**src/hdl/toc_pkg.sv**
```systemverilog
// Constants, register offsets and modes for the 16-bit timer compare block
package toc_pkg;

    localparam int TOC_AW = 4;

    // Register offsets on the byte-wide port
    localparam logic [3:0] TOC_OFS_CTRL_A = 4'h0;
    localparam logic [3:0] TOC_OFS_CTRL_B = 4'h1;
    localparam logic [3:0] TOC_OFS_FORCE = 4'h2;
    localparam logic [3:0] TOC_OFS_CNT_L = 4'h3;
    localparam logic [3:0] TOC_OFS_CNT_H = 4'h4;
    localparam logic [3:0] TOC_OFS_CMPA_L = 4'h5;
    localparam logic [3:0] TOC_OFS_CMPA_H = 4'h6;
    localparam logic [3:0] TOC_OFS_CMPB_L = 4'h7;
    localparam logic [3:0] TOC_OFS_CMPB_H = 4'h8;
    localparam logic [3:0] TOC_OFS_CAPT_L = 4'h9;
    localparam logic [3:0] TOC_OFS_CAPT_H = 4'hA;
    localparam logic [3:0] TOC_OFS_IRQ_EN = 4'hB;
    localparam logic [3:0] TOC_OFS_FLAGS = 4'hC;

    // Field positions
    localparam int TOC_POS_COM_A = 6;
    localparam int TOC_POS_COM_B = 4;
    localparam int TOC_POS_WGM_LO = 0;
    localparam int TOC_POS_WGM_HI = 3;
    localparam int TOC_POS_FORCE_A = 7;
    localparam int TOC_POS_FORCE_B = 6;
    localparam int TOC_POS_OVF = 0;
    localparam int TOC_POS_FLAG_A = 1;
    localparam int TOC_POS_FLAG_B = 2;

    // Counter limits and fixed TOP values
    localparam logic [15:0] TOC_CNT_MAX = 16'hFFFF;
    localparam logic [15:0] TOC_CNT_BOTTOM = 16'h0000;
    localparam logic [15:0] TOC_TOP_8BIT = 16'h00FF;
    localparam logic [15:0] TOC_TOP_9BIT = 16'h01FF;
    localparam logic [15:0] TOC_TOP_10BIT = 16'h03FF;

    // Reset values
    localparam logic [15:0] TOC_RST_WORD = 16'h0000;
    localparam logic [7:0] TOC_RST_BYTE = 8'h00;
    localparam logic [3:0] TOC_RST_WGM = 4'h0;
    localparam logic [1:0] TOC_RST_COM = 2'h0;

    // Output mode codes
    localparam logic [1:0] TOC_COM_OFF = 2'h0;
    localparam logic [1:0] TOC_COM_TOGGLE = 2'h1;
    localparam logic [1:0] TOC_COM_CLEAR = 2'h2;
    localparam logic [1:0] TOC_COM_SET = 2'h3;

    typedef enum logic [1:0] {
        TOC_DIR_UP = 2'b01,
        TOC_DIR_DOWN = 2'b10
    } toc_dir_e;

endpackage : toc_pkg

```
**src/hdl/toc_timer16_compare.sv**
```systemverilog
// Two-channel output compare unit with its 16-bit counter and byte-wide register port
`timescale 1ns/100ps
module toc_timer16_compare
    import toc_pkg::*;
(
    // Clock and reset
    input wire logic clk,
    input wire logic rstn,
    // Timer clock enable from the prescaler, one cycle long
    input wire logic timer_tick,
    // Register port
    input wire logic [TOC_AW-1:0] reg_addr,
    input wire logic [7:0] reg_wdata,
    input wire logic reg_wr,
    input wire logic reg_rd,
    output logic [7:0] reg_rdata,
    // Interrupt service acknowledges
    input wire logic irq_ack_a,
    input wire logic irq_ack_b,
    input wire logic irq_ack_ovf,
    // Interrupt requests
    output logic irq_req_a,
    output logic irq_req_b,
    output logic irq_req_ovf,
    // General port values and direction bits
    input wire logic port_data_a,
    input wire logic port_data_b,
    input wire logic output_pin_direction_bit_a,
    input wire logic output_pin_direction_bit_b,
    // Pins
    output logic compare_output_a,
    output logic compare_output_a_oe,
    output logic compare_output_b,
    output logic compare_output_b_oe
);

    function automatic logic mode_is_pwm(input logic [3:0] m);
        mode_is_pwm = !(m == 4'h0 || m == 4'h4 || m == 4'hC || m == 4'hD);
    endfunction

    function automatic logic mode_is_dual(input logic [3:0] m);
        mode_is_dual = (m == 4'h1 || m == 4'h2 || m == 4'h3 || m == 4'h8 ||
            m == 4'h9 || m == 4'hA || m == 4'hB);
    endfunction

    function automatic logic [15:0] top_of(input logic [3:0] m, input logic [15:0] cmp_a,
        input logic [15:0] capt);
        case (m)
            4'h1, 4'h5: top_of = TOC_TOP_8BIT;
            4'h2, 4'h6: top_of = TOC_TOP_9BIT;
            4'h3, 4'h7: top_of = TOC_TOP_10BIT;
            4'h4, 4'h9, 4'hB, 4'hF: top_of = cmp_a;
            4'h8, 4'hA, 4'hC, 4'hE: top_of = capt;
            default: top_of = TOC_CNT_MAX;
        endcase
    endfunction

    // Control state
    logic [3:0] wgm_q;
    logic [1:0] com_q [2];
    logic [2:0] irq_en_q;
    logic [2:0] flags_q;
    logic [7:0] temp_q;
    logic [15:0] cnt_q;
    logic [15:0] cnt_d;
    logic [15:0] capt_q;
    logic [15:0] cmp_act_q [2];
    logic [15:0] cmp_buf_q [2];
    logic [1:0] oc_q;
    logic blk_q;
    toc_dir_e dir_q;
    toc_dir_e dir_d;

    logic pwm;
    logic dual;
    logic [15:0] top;
    logic top_hit;
    logic ovf_set;
    logic buf_upd;
    logic fast_bottom;
    logic [1:0] match;
    logic [1:0] force_cmp;
    logic [1:0] w1c;

    // Port decode
    logic wr_ctrl_a;
    logic wr_ctrl_b;
    logic wr_force;
    logic wr_cnt_l;
    logic wr_capt_l;
    logic wr_any_high;
    logic wr_irq_en;
    logic wr_flags;
    logic [1:0] wr_cmp_l;

    assign wr_ctrl_a = reg_wr && reg_addr == TOC_OFS_CTRL_A;
    assign wr_ctrl_b = reg_wr && reg_addr == TOC_OFS_CTRL_B;
    assign wr_force = reg_wr && reg_addr == TOC_OFS_FORCE;
    assign wr_cnt_l = reg_wr && reg_addr == TOC_OFS_CNT_L;
    assign wr_capt_l = reg_wr && reg_addr == TOC_OFS_CAPT_L;
    assign wr_cmp_l[0] = reg_wr && reg_addr == TOC_OFS_CMPA_L;
    assign wr_cmp_l[1] = reg_wr && reg_addr == TOC_OFS_CMPB_L;
    assign wr_irq_en = reg_wr && reg_addr == TOC_OFS_IRQ_EN;
    assign wr_flags = reg_wr && reg_addr == TOC_OFS_FLAGS;
    assign wr_any_high = reg_wr && (reg_addr == TOC_OFS_CNT_H || reg_addr == TOC_OFS_CMPA_H ||
        reg_addr == TOC_OFS_CMPB_H || reg_addr == TOC_OFS_CAPT_H);

    assign pwm = mode_is_pwm(wgm_q);
    assign dual = mode_is_dual(wgm_q);
    assign top = top_of(wgm_q, cmp_act_q[0], capt_q);
    // Blocked TOP match lets the counter run on to MAX
    assign top_hit = cnt_q == top && !blk_q;

    // Compare matches only count on a timer tick, and never while matches are blocked
    assign match[0] = timer_tick && cnt_q == cmp_act_q[0] && !blk_q;
    assign match[1] = timer_tick && cnt_q == cmp_act_q[1] && !blk_q;

    // Forcing is ignored in PWM modes
    assign force_cmp[0] = wr_force && reg_wdata[TOC_POS_FORCE_A] && !pwm;
    assign force_cmp[1] = wr_force && reg_wdata[TOC_POS_FORCE_B] && !pwm;
    assign w1c[0] = wr_flags && reg_wdata[TOC_POS_FLAG_A];
    assign w1c[1] = wr_flags && reg_wdata[TOC_POS_FLAG_B];

    // Counting sequence depends on the waveform mode, its TOP value and the match block
    always_comb begin
        cnt_d = cnt_q + 16'h0001;
        dir_d = dir_q;
        ovf_set = 1'b0;
        buf_upd = 1'b0;
        fast_bottom = 1'b0;
        if (dual) begin
            if (dir_q == TOC_DIR_UP) begin
                if (top_hit) begin
                    dir_d = TOC_DIR_DOWN;
                    cnt_d = cnt_q - 16'h0001;
                    buf_upd = !(wgm_q == 4'h8 || wgm_q == 4'h9);
                end
            end else begin
                if (cnt_q == TOC_CNT_BOTTOM) begin
                    dir_d = TOC_DIR_UP;
                    ovf_set = 1'b1;
                    buf_upd = wgm_q == 4'h8 || wgm_q == 4'h9;
                end else begin
                    cnt_d = cnt_q - 16'h0001;
                end
            end
        end else if (pwm) begin
            if (top_hit) begin
                cnt_d = TOC_CNT_BOTTOM;
                ovf_set = 1'b1;
                buf_upd = 1'b1;
                fast_bottom = 1'b1;
            end
        end else begin
            // Normal wraps at MAX; clear-on-match clears at its TOP
            if (top_hit) begin
                cnt_d = TOC_CNT_BOTTOM;
            end
            ovf_set = cnt_q == TOC_CNT_MAX;
        end
    end

    // Counter: CPU write outranks counting, accepted in any mode
    always_ff @(posedge clk or negedge rstn) begin
        if (!rstn) begin
            cnt_q <= TOC_RST_WORD;
            dir_q <= TOC_DIR_UP;
        end else if (wr_cnt_l) begin
            cnt_q <= {temp_q, reg_wdata};
        end else if (timer_tick) begin
            cnt_q <= cnt_d;
            dir_q <= dir_d;
        end
    end

    // Match block holds from a counter write until the next tick passes
    always_ff @(posedge clk or negedge rstn) begin
        if (!rstn) begin
            blk_q <= 1'b0;
        end else if (wr_cnt_l) begin
            blk_q <= 1'b1;
        end else if (timer_tick) begin
            blk_q <= 1'b0;
        end
    end

    // Shared high-byte latch
    always_ff @(posedge clk or negedge rstn) begin
        if (!rstn) begin
            temp_q <= TOC_RST_BYTE;
        end else if (wr_any_high) begin
            temp_q <= reg_wdata;
        end else if (reg_rd && reg_addr == TOC_OFS_CNT_L) begin
            temp_q <= cnt_q[15:8];
        end else if (reg_rd && reg_addr == TOC_OFS_CAPT_L) begin
            temp_q <= capt_q[15:8];
        end
    end

    // Compare registers: CPU writes fill the buffer, and the active value outside PWM; PWM loads it from the buffer
    always_ff @(posedge clk or negedge rstn) begin
        if (!rstn) begin
            for (int i = 0; i < 2; i++) begin
                cmp_act_q[i] <= TOC_RST_WORD;
                cmp_buf_q[i] <= TOC_RST_WORD;
            end
        end else begin
            for (int i = 0; i < 2; i++) begin
                if (wr_cmp_l[i]) begin
                    cmp_buf_q[i] <= {temp_q, reg_wdata};
                    if (!pwm) begin
                        cmp_act_q[i] <= {temp_q, reg_wdata};
                    end
                end
                if (pwm && timer_tick && buf_upd && !wr_cnt_l) begin
                    cmp_act_q[i] <= cmp_buf_q[i];
                end
            end
        end
    end

    // Capture register, writable only where it defines TOP
    always_ff @(posedge clk or negedge rstn) begin
        if (!rstn) begin
            capt_q <= TOC_RST_WORD;
        end else if (wr_capt_l && (wgm_q == 4'h8 || wgm_q == 4'hA || wgm_q == 4'hC ||
            wgm_q == 4'hE)) begin
            capt_q <= {temp_q, reg_wdata};
        end
    end

    // Mode and enable registers
    always_ff @(posedge clk or negedge rstn) begin
        if (!rstn) begin
            wgm_q <= TOC_RST_WGM;
            com_q[0] <= TOC_RST_COM;
            com_q[1] <= TOC_RST_COM;
            irq_en_q <= 3'h0;
        end else begin
            if (wr_ctrl_a) begin
                // Output mode is not buffered and applies at once
                com_q[0] <= reg_wdata[TOC_POS_COM_A+:2];
                com_q[1] <= reg_wdata[TOC_POS_COM_B+:2];
                wgm_q[1:0] <= reg_wdata[TOC_POS_WGM_LO+:2];
            end
            if (wr_ctrl_b) begin
                wgm_q[3:2] <= reg_wdata[TOC_POS_WGM_HI+:2];
            end
            if (wr_irq_en) begin
                irq_en_q <= reg_wdata[2:0];
            end
        end
    end

    // Flags: a setting event wins over a clear in the same cycle
    always_ff @(posedge clk or negedge rstn) begin
        if (!rstn) begin
            flags_q <= 3'h0;
        end else begin
            for (int i = 0; i < 2; i++) begin
                if (match[i]) begin
                    flags_q[TOC_POS_FLAG_A+i] <= 1'b1;
                end else if (w1c[i] || (i == 0 ? irq_ack_a : irq_ack_b)) begin
                    flags_q[TOC_POS_FLAG_A+i] <= 1'b0;
                end
            end
            if (timer_tick && !wr_cnt_l && ovf_set) begin
                flags_q[TOC_POS_OVF] <= 1'b1;
            end else if (irq_ack_ovf || (wr_flags && reg_wdata[TOC_POS_OVF])) begin
                flags_q[TOC_POS_OVF] <= 1'b0;
            end
        end
    end

    assign irq_req_a = flags_q[TOC_POS_FLAG_A] && irq_en_q[TOC_POS_FLAG_A];
    assign irq_req_b = flags_q[TOC_POS_FLAG_B] && irq_en_q[TOC_POS_FLAG_B];
    assign irq_req_ovf = flags_q[TOC_POS_OVF] && irq_en_q[TOC_POS_OVF];

    // Output registers survive mode changes; reset and the compare actions change them, not a mode write
    always_ff @(posedge clk or negedge rstn) begin
        if (!rstn) begin
            oc_q <= 2'b00;
        end else begin
            for (int i = 0; i < 2; i++) begin
                if (com_q[i] == TOC_COM_OFF) begin
                    oc_q[i] <= oc_q[i];
                end else if (!pwm) begin
                    if (match[i] || force_cmp[i]) begin
                        case (com_q[i])
                            TOC_COM_TOGGLE: oc_q[i] <= !oc_q[i];
                            TOC_COM_CLEAR: oc_q[i] <= 1'b0;
                            default: oc_q[i] <= 1'b1;
                        endcase
                    end
                end else if (com_q[i] != TOC_COM_TOGGLE) begin
                    if (match[i]) begin
                        // Upcount match acts like the single-slope match
                        oc_q[i] <= (com_q[i] == TOC_COM_SET) ^
                            (dual && dir_q == TOC_DIR_DOWN);
                    end else if (fast_bottom && timer_tick && !wr_cnt_l) begin
                        oc_q[i] <= com_q[i] == TOC_COM_CLEAR;
                    end
                end
            end
        end
    end

    // Pins: waveform overrides port data, direction stays with the port
    always_ff @(posedge clk or negedge rstn) begin
        if (!rstn) begin
            compare_output_a <= 1'b0;
            compare_output_b <= 1'b0;
            compare_output_a_oe <= 1'b0;
            compare_output_b_oe <= 1'b0;
        end else begin
            compare_output_a <= com_q[0] != TOC_COM_OFF ? oc_q[0] : port_data_a;
            compare_output_b <= com_q[1] != TOC_COM_OFF ? oc_q[1] : port_data_b;
            compare_output_a_oe <= output_pin_direction_bit_a;
            compare_output_b_oe <= output_pin_direction_bit_b;
        end
    end

    // Read data, valid the cycle after the strobe only
    always_ff @(posedge clk or negedge rstn) begin
        if (!rstn) begin
            reg_rdata <= TOC_RST_BYTE;
        end else if (!reg_rd) begin
            reg_rdata <= TOC_RST_BYTE;
        end else if (reg_addr == TOC_OFS_CTRL_A) begin
            reg_rdata <= {com_q[0], com_q[1], 2'b00, wgm_q[1:0]};
        end else if (reg_addr == TOC_OFS_CTRL_B) begin
            reg_rdata <= {3'b000, wgm_q[3:2], 3'b000};
        end else if (reg_addr == TOC_OFS_CNT_L) begin
            reg_rdata <= cnt_q[7:0];
        end else if (reg_addr == TOC_OFS_CNT_H || reg_addr == TOC_OFS_CAPT_H) begin
            reg_rdata <= temp_q;
        end else if (reg_addr == TOC_OFS_CMPA_L) begin
            reg_rdata <= cmp_buf_q[0][7:0];
        end else if (reg_addr == TOC_OFS_CMPA_H) begin
            reg_rdata <= cmp_buf_q[0][15:8];
        end else if (reg_addr == TOC_OFS_CMPB_L) begin
            reg_rdata <= cmp_buf_q[1][7:0];
        end else if (reg_addr == TOC_OFS_CMPB_H) begin
            reg_rdata <= cmp_buf_q[1][15:8];
        end else if (reg_addr == TOC_OFS_CAPT_L) begin
            reg_rdata <= capt_q[7:0];
        end else if (reg_addr == TOC_OFS_IRQ_EN) begin
            reg_rdata <= {5'b00000, irq_en_q};
        end else if (reg_addr == TOC_OFS_FLAGS) begin
            reg_rdata <= {5'b00000, flags_q};
        end else begin
            reg_rdata <= TOC_RST_BYTE;
        end
    end
endmodule // toc_timer16_compare

```
**config.mk**
```make
export PLATFORM = sky130hd
export DESIGN_NAME = toc_timer16_compare
export DESIGN_NICKNAME = d
export VERILOG_FILES = /design/src/hdl/toc_pkg.sv /design/src/hdl/toc_timer16_compare.sv
export SDC_FILE = /design/constraint.sdc
export NUM_CORES = 1
export LEC_CHECK = 0
export CORE_ASPECT_RATIO = 0.5
export CORE_MARGIN = 2
export CORE_UTILIZATION = 51
export DETAILED_ROUTE_END_ITERATION = 12
export DONT_BUFFER_PORTS = 1
export PLACE_DENSITY = 0.66
export SYNTH_ARGS = -nofsm -noshare
export SYNTH_HDL_FRONTEND = slang
export SYNTH_SLANG_ARGS = --single-unit
```
**constraint.sdc**
```tcl
create_clock -name clk -period 3.7 [get_ports clk]
set_clock_uncertainty 0.2 [all_clocks]
set_input_delay 0.555 -clock clk [delete_from_list [all_inputs] [get_ports clk]]
set_output_delay 0.555 -clock clk [all_outputs]
set_load 0.01 [all_outputs]
```
## Yosys cells after proc, flatten, opt, wreduce, memory -nomap -nowiden

Cells that the tools add are included.

- Flip-flop bits (word level): 135
- Input port bits: 24
- Logic and storage cells: 233

- $add $sub $neg: 2
- Equal/unequal tests: 44
- Mux-type cells: 64
- Bitwise logic cells: 5
- Reduce and logical (&&, ||, !) cells: 94

Operators by type and width:

| kind | count |
|---|---|
| two-way mux 16 bit | 12 |
| two-way mux 8 bit | 13 |
| one-hot mux 16 bit (5 select lines) | 1 |
| equality test 4 bit (second input constant) | 13 |
| equality test 16 bit | 3 |
| logical AND 1 bit | 36 |
| equality test 4 x 3 -> 1 bit (second input constant) | 8 |
| two-way mux 1 bit | 31 |
| nonzero test 2 bit | 12 |
| logical OR 1 bit | 22 |
| adder 16 x 1 -> 16 bit (second input constant) | 1 |
| equality test 16 bit (second input constant) | 1 |
| equality test 4 x 2 -> 1 bit (second input constant) | 4 |
| zero test 16 bit | 1 |
| subtractor 16 x 1 -> 16 bit (second input constant) | 1 |
| equality test 2 bit (second input constant) | 5 |
| nonzero test 3 bit | 3 |
| equality test 4 x 1 -> 1 bit (second input constant) | 2 |
| zero test 4 bit | 2 |
| != test 2 x 1 -> 1 bit (second input constant) | 4 |
| AND reduction 4 bit | 2 |
| OR reduction 4 bit | 2 |
| equality test 2 x 1 -> 1 bit (second input constant) | 3 |
| zero test 1 bit | 6 |
| 10 further kinds | 21 |

## Logic depth before layout (Yosys ltp)

- Depth in word-level cells: 14
- Mapped depth: 15

## Worst setup path after synthesis

Ideal clock, no wire load.

- Path kind: register to register
- Start point: register wgm_q[2]
- End point: register cmp_act_q[10] (netlist bit)
- Library setup time: 0.125 ns
- Data arrival time: 3.102 ns
- Data required time: 3.375 ns
- Path slack: 0.273 ns
- Stages on the path, launching flop included: 13
- Buffers on the path: 3
- Clock period less this slack: 3.427 ns
- Path through: dfrtp_1 > buf_2 > nor2b_1 > clkbuf_1 > a31oi_1 > o21ai_0 > or4_1 > or4_4 > nor3_4 > a32o_2 > nand3_4 > buf_6 > mux2_4

- Word-level cells in the longest chain between the ends: 12
- Elaborated cells between the ends (all ways): 49

Ends and longest elaborated chain:

| element | RTL line | source |
|---|---|---|
| start, declared | toc_timer16_compare.sv:59 | `logic [3:0] wgm_q;` |
| start signal, assigned | toc_timer16_compare.sv:247 | `wgm_q[3:2] <= reg_wdata[TOC_POS_WGM_HI+:2];` |
| equality test 4 bit (tied with other cells) | n/a |  |
| OR reduction 4 bit (tied with other cells) | toc_timer16_compare.sv:48 | `case (m)` |
| one-hot mux 16 bit (5 select lines) or logical OR 1 bit (tied branches) | toc_timer16_compare.sv:48, toc_timer16_compare.sv:42 |  |
| equality test 16 bit or logical OR 1 bit (tied branches) | toc_timer16_compare.sv:112, toc_timer16_compare.sv:42 |  |
| logical AND 1 bit or logical OR 1 bit (tied branches) | toc_timer16_compare.sv:112, toc_timer16_compare.sv:42 |  |
| two-way mux 1 bit (tied with other cells) | toc_timer16_compare.sv:148 | `if (top_hit) begin` |
| two-way mux 1 bit (tied with other cells) | toc_timer16_compare.sv:147 | `end else if (pwm) begin` |
| two-way mux 1 bit | toc_timer16_compare.sv:131 | `if (dual) begin` |
| logical AND 1 bit (2 in series) | toc_timer16_compare.sv:215 | `if (pwm && timer_tick && buf_upd && !wr_cnt_l) begin` |
| nonzero test 2 bit (no line) | n/a |  |
| AND reduction 2 bit (no line) | n/a |  |
| end signal, assigned by index | toc_timer16_compare.sv:212 | `cmp_act_q[i] <= {temp_q, reg_wdata};` |
| end signal, assigned by index | toc_timer16_compare.sv:216 | `cmp_act_q[i] <= cmp_buf_q[i];` |
| end, declared | toc_timer16_compare.sv:67 | `logic [15:0] cmp_act_q [2];` |

Parallel ways exist; a longest one is shown, timed or not.
A chain may end at the register's enable or synchronous reset.

## Worst setup path in the final report

- Start point: register cnt_q[6]
- End point: register cmp_act_q[2] (netlist bit)

- Word-level cells in the longest chain between the ends: 9
- Elaborated cells between the ends (all ways): 15

Ends and longest elaborated chain:

| element | RTL line | source |
|---|---|---|
| start, declared | toc_timer16_compare.sv:64 | `logic [15:0] cnt_q;` |
| start signal, assigned | toc_timer16_compare.sv:169 | `cnt_q <= {temp_q, reg_wdata};` |
| start signal, assigned | toc_timer16_compare.sv:171 | `cnt_q <= cnt_d;` |
| equality test 16 bit | toc_timer16_compare.sv:112 | `assign top_hit = cnt_q == top && !blk_q;` |
| logical AND 1 bit | toc_timer16_compare.sv:112 |  |
| two-way mux 1 bit, on equally long branches | toc_timer16_compare.sv:148, toc_timer16_compare.sv:133 |  |
| two-way mux 1 bit, on equally long branches | toc_timer16_compare.sv:147, toc_timer16_compare.sv:132 |  |
| two-way mux 1 bit * | toc_timer16_compare.sv:131 |  |
| logical AND 1 bit * (2 in series) | toc_timer16_compare.sv:215 |  |
| nonzero test 2 bit (no line) | n/a |  |
| AND reduction 2 bit (no line) | n/a |  |

Mark *: on every way between the ends. The rest lies on a longest branch, timed or not.

==> impl_metrics.toml <==
[sta]
hold_violations = 135
clock.fmax_mhz = 279.3
relSlewSlack_pct = 36.16
worst_slack_ns = 0.1195
timing.final.crit_period_ns = 3.580
setup_violations = 0
slew_violations = 0
tightest_slew_ns = 0.9540
post-route-period-util_pct = 96.77
holdWs_ns = -0.3766

[clocking]
clk_latency_ns = 0.43
cts_root_buffer = "clkbuf_16"
numCtsBuffers = 17
htreeDepth = 4
clock_path_buffers = 2
cts_tree = "built"
cts_hold_buffers = 2
clk_pin_slew_ns = 0.07
clock_sinks = 135

[power]
power_frac_seq_pct = 36.2
p_int_mw = 3.969
clkPwrFrac_pct = 26.2
p_sw_share_pct = 40.68
p_leak_nw = 4.416
total_power_mw = 6.691
combinationalPowerShare_pct = 37.6
powerDensity_nw_per_um2 = 667.3
p_sw_mw = 2.722
ir_drop_uv = 358.9

[final_layout]
antenna_cells = 0
layout-drive-gt1-share_pct = 22.75
fin_cells = 1210
area_delta_synth_final_pct = 11.40
fill_cells = 1484
fin_util_pct = 57.91
multiInputGateArea_um2 = 5214
nets = 990
seq_area_um2 = 3379

[synth]
synthCells = 963
synth_edf_count = 0
synth_warnings = 0
ys_seq_area_share_pct = 37.55
synth.avg_cell_area_um2 = 9.347
syn-cell-area_um2 = 9001
yosys.area.top_type = "dfrtp_1"
synth_top_area_share_pct = 37.25
syn_nets = 990
yosys_register_bits = 135
async_flop_share_pct = 100.0
synth_cell_types = 77
synth_area_leaders = "dfrtp_1 37%, mux2_2 11%, mux2_4 4.8%"
ys_dominant_reg_cell = "dfrtp_1"

[placement]
placedCellCount = 1175
pre_cts_slack_ns = 0.1394
routabilityCongestion = 0.9935
place_hpwl_um = 23020
port_buffers = 0

[grt]
antenna_found_initial = 0
grt_use_total_pct = 35.78
grt_pass1_wl_um = 49500
grt.overflow.total = 0
grt_pass1_vias = 7851
grt_max_degree = 136

[critical_path]
critPathRequiredTime_ns = 3.81
arrival_ns = 3.69
worstSetupPathType = "reg -> reg"
end_kind = "register"
critPathMaxFanout = 17
r2r_slack_ns = 0.12
start_kind = "register"

[detailed_routing]
firstDrtPassIters = 6
wirelength_um = 32460
drc = 0
avgRoutedWirePerCell_um = 26.82
drt_iter0_markers = 1090
routed_via_density = 6.778
routed-via-count = 8201
final_antenna_net_count = 0

[job]
cap_viol_max_count = 0

[hold_path]
hp-class = "in -> async"

[floorplanning]
die-width_um = 191.9
pin_count = 39
start_util_pct = 51.99
die_area_um2 = 18790
die_y_um = 97.94
core_area_um2 = 17310
rows = 34

[outcome]
violations = "negative hold slack"
status = "finished, violations left"
==> repair_timing <==
| item | in CTS | in global routing |
|---|---|---|
| endpoints found under the setup margin | 0 | 24 |
| buffers inserted | 0 | 1 |
| hold endpoints to repair | 137 | 135 |
| gates resized for setup | 0 | 2 |
==> power groups by stage <==
stage	registers (mW)	clock network [mW]	logic (mW)
after floorplan	2.08	0	1.87
after global placement	2.40	0	2.39
after detailed placement	2.40	0	2.43
after CTS	2.38	1.75	2.45
after global routing	2.45	1.83	2.71
final	2.42	1.75	2.52
==> synth_stat cells, types with 4 or more instances <==
cell type and number:
dfrtp_1 134, mux2_2 89, nand2_1 72, nor2_1 61, a21oi_1 54, clkbuf_1 53, o21ai_0 43, nand3_1 32
nor3_1 32, mux2_4 29, inv_1 26, xnor2_1 25, mux2i_1 21, nand2b_1 21, a22oi_1 18, a31oi_1 15
o22ai_1 14, nor2b_1 13, nand4_1 12, o21ai_1 12, xor2_1 12, or3_1 11, a211oi_1 10, nor4_1 10
and3_1 9, buf_1 9, buf_2 8, a222oi_1 6, mux2_1 6, o211ai_1 5, o21a_1 5, o221ai_1 5
a211o_1 4, a311o_1 4, a31o_2 4, and2_1 4, nand3b_1 4, o31ai_1 4, or2_2 4
==> registers in the layout, indices dropped and copies added (netlist names) <==
name                 flops
reg_rdata                8
oc_q                     2
compare_output_b_oe      1
compare_output_a_oe      1
cmp_act_q               32
wgm_q                    4
dir_q                    2
cmp_buf_q               32
com_q                    4
compare_output_b         1
capt_q                  16
irq_en_q                 3
flags_q                  3
cnt_q                   16
blk_q                    1
temp_q                   8
compare_output_a         1
==> layout make-up <==
class	instances	share of cell area (%)
multi-input combinational	727	52.00
sequential	135	33.70
timing repair buffer	56	4.617
clock buffer	19	4.417
tap	234	2.920
clock inverter	13	1.373
inverter	26	0.9733
==> cells by family after synthesis <==
kind of cell	after synthesis	synth area share (%)
buffers and inverters	101	4.657
flip-flops	135	37.55
XOR/XNOR	37	3.600
multiplexers	145	19.06
AO/OA/AOI/OAI	239	17.58
AND/OR/NAND/NOR	303	17.14
adder cells (fa/ha/maj)	3	0.4171
==> worst max-delay path, cell delays in order, from the launching register on <==
cell and delay, ns:
dfrtp_1 0.43, nor2b_1 0.15, a2111oi_0 0.43, buf_4 0.20, a31oi_1 0.13, a311o_1 0.35, or4_4 0.50, nor3_4 0.18
a32o_2 0.17, nand3_4 0.14, buf_12 0.26, mux2_1 0.32
==> routing by layer <==
metal / vias up / global-route usage, % / part of all wire [%]
met1: 4054 / 54.58 / 45
met4: 2 / 10.00 / 2.1
li1: 3557 / - / -
met3: 70 / 9.346 / 12
met2: 518 / 49.49 / 41
met5: - / 0 / 0.083
==> per-stage QoR <==
| stage | cell area, µm² | TNS (ns) |
|---|---|---|
| after floorplan | 9001 | 0 |
| after global placement | 9414 | 0 |
| after detailed placement | 9414 | 0 |
| after CTS | 10010 | 0 |
| after global routing | 10030 | -0.01712 |
| final | 10030 | 0 |
==> placed cells by master, fill, tap and decap left out, types with 15 or more instances in the layout <==
master / n
nor2_1: 61
a22oi_1: 18
nand3_1: 32
buf_4: 51
mux2_4: 29
dfrtp_1: 134
nand2_1: 72
mux2_2: 89
mux2i_1: 21
clkbuf_16: 17
o21ai_0: 43
nand2b_1: 21
a21oi_1: 54
xnor2_1: 25
nor3_1: 32
a31oi_1: 15
inv_1: 26
==> final timing paths <==
check,endpoint,cells after the start,from
setup reg to reg,cmp_act_q[2],11,cnt_q[6]
setup / recovery,cmp_act_q[2],11,cnt_q[6]
hold / removal,wgm_q[3],0,rstn
max in group asynchronous,dir_q[0],0,rstn
min in group clk,reg_rdata[0],1,reg_rd
hold reg to reg,cmp_buf_q[0],1,cmp_buf_q[0]
Note: power is estimated with default switching activity, not from simulation.
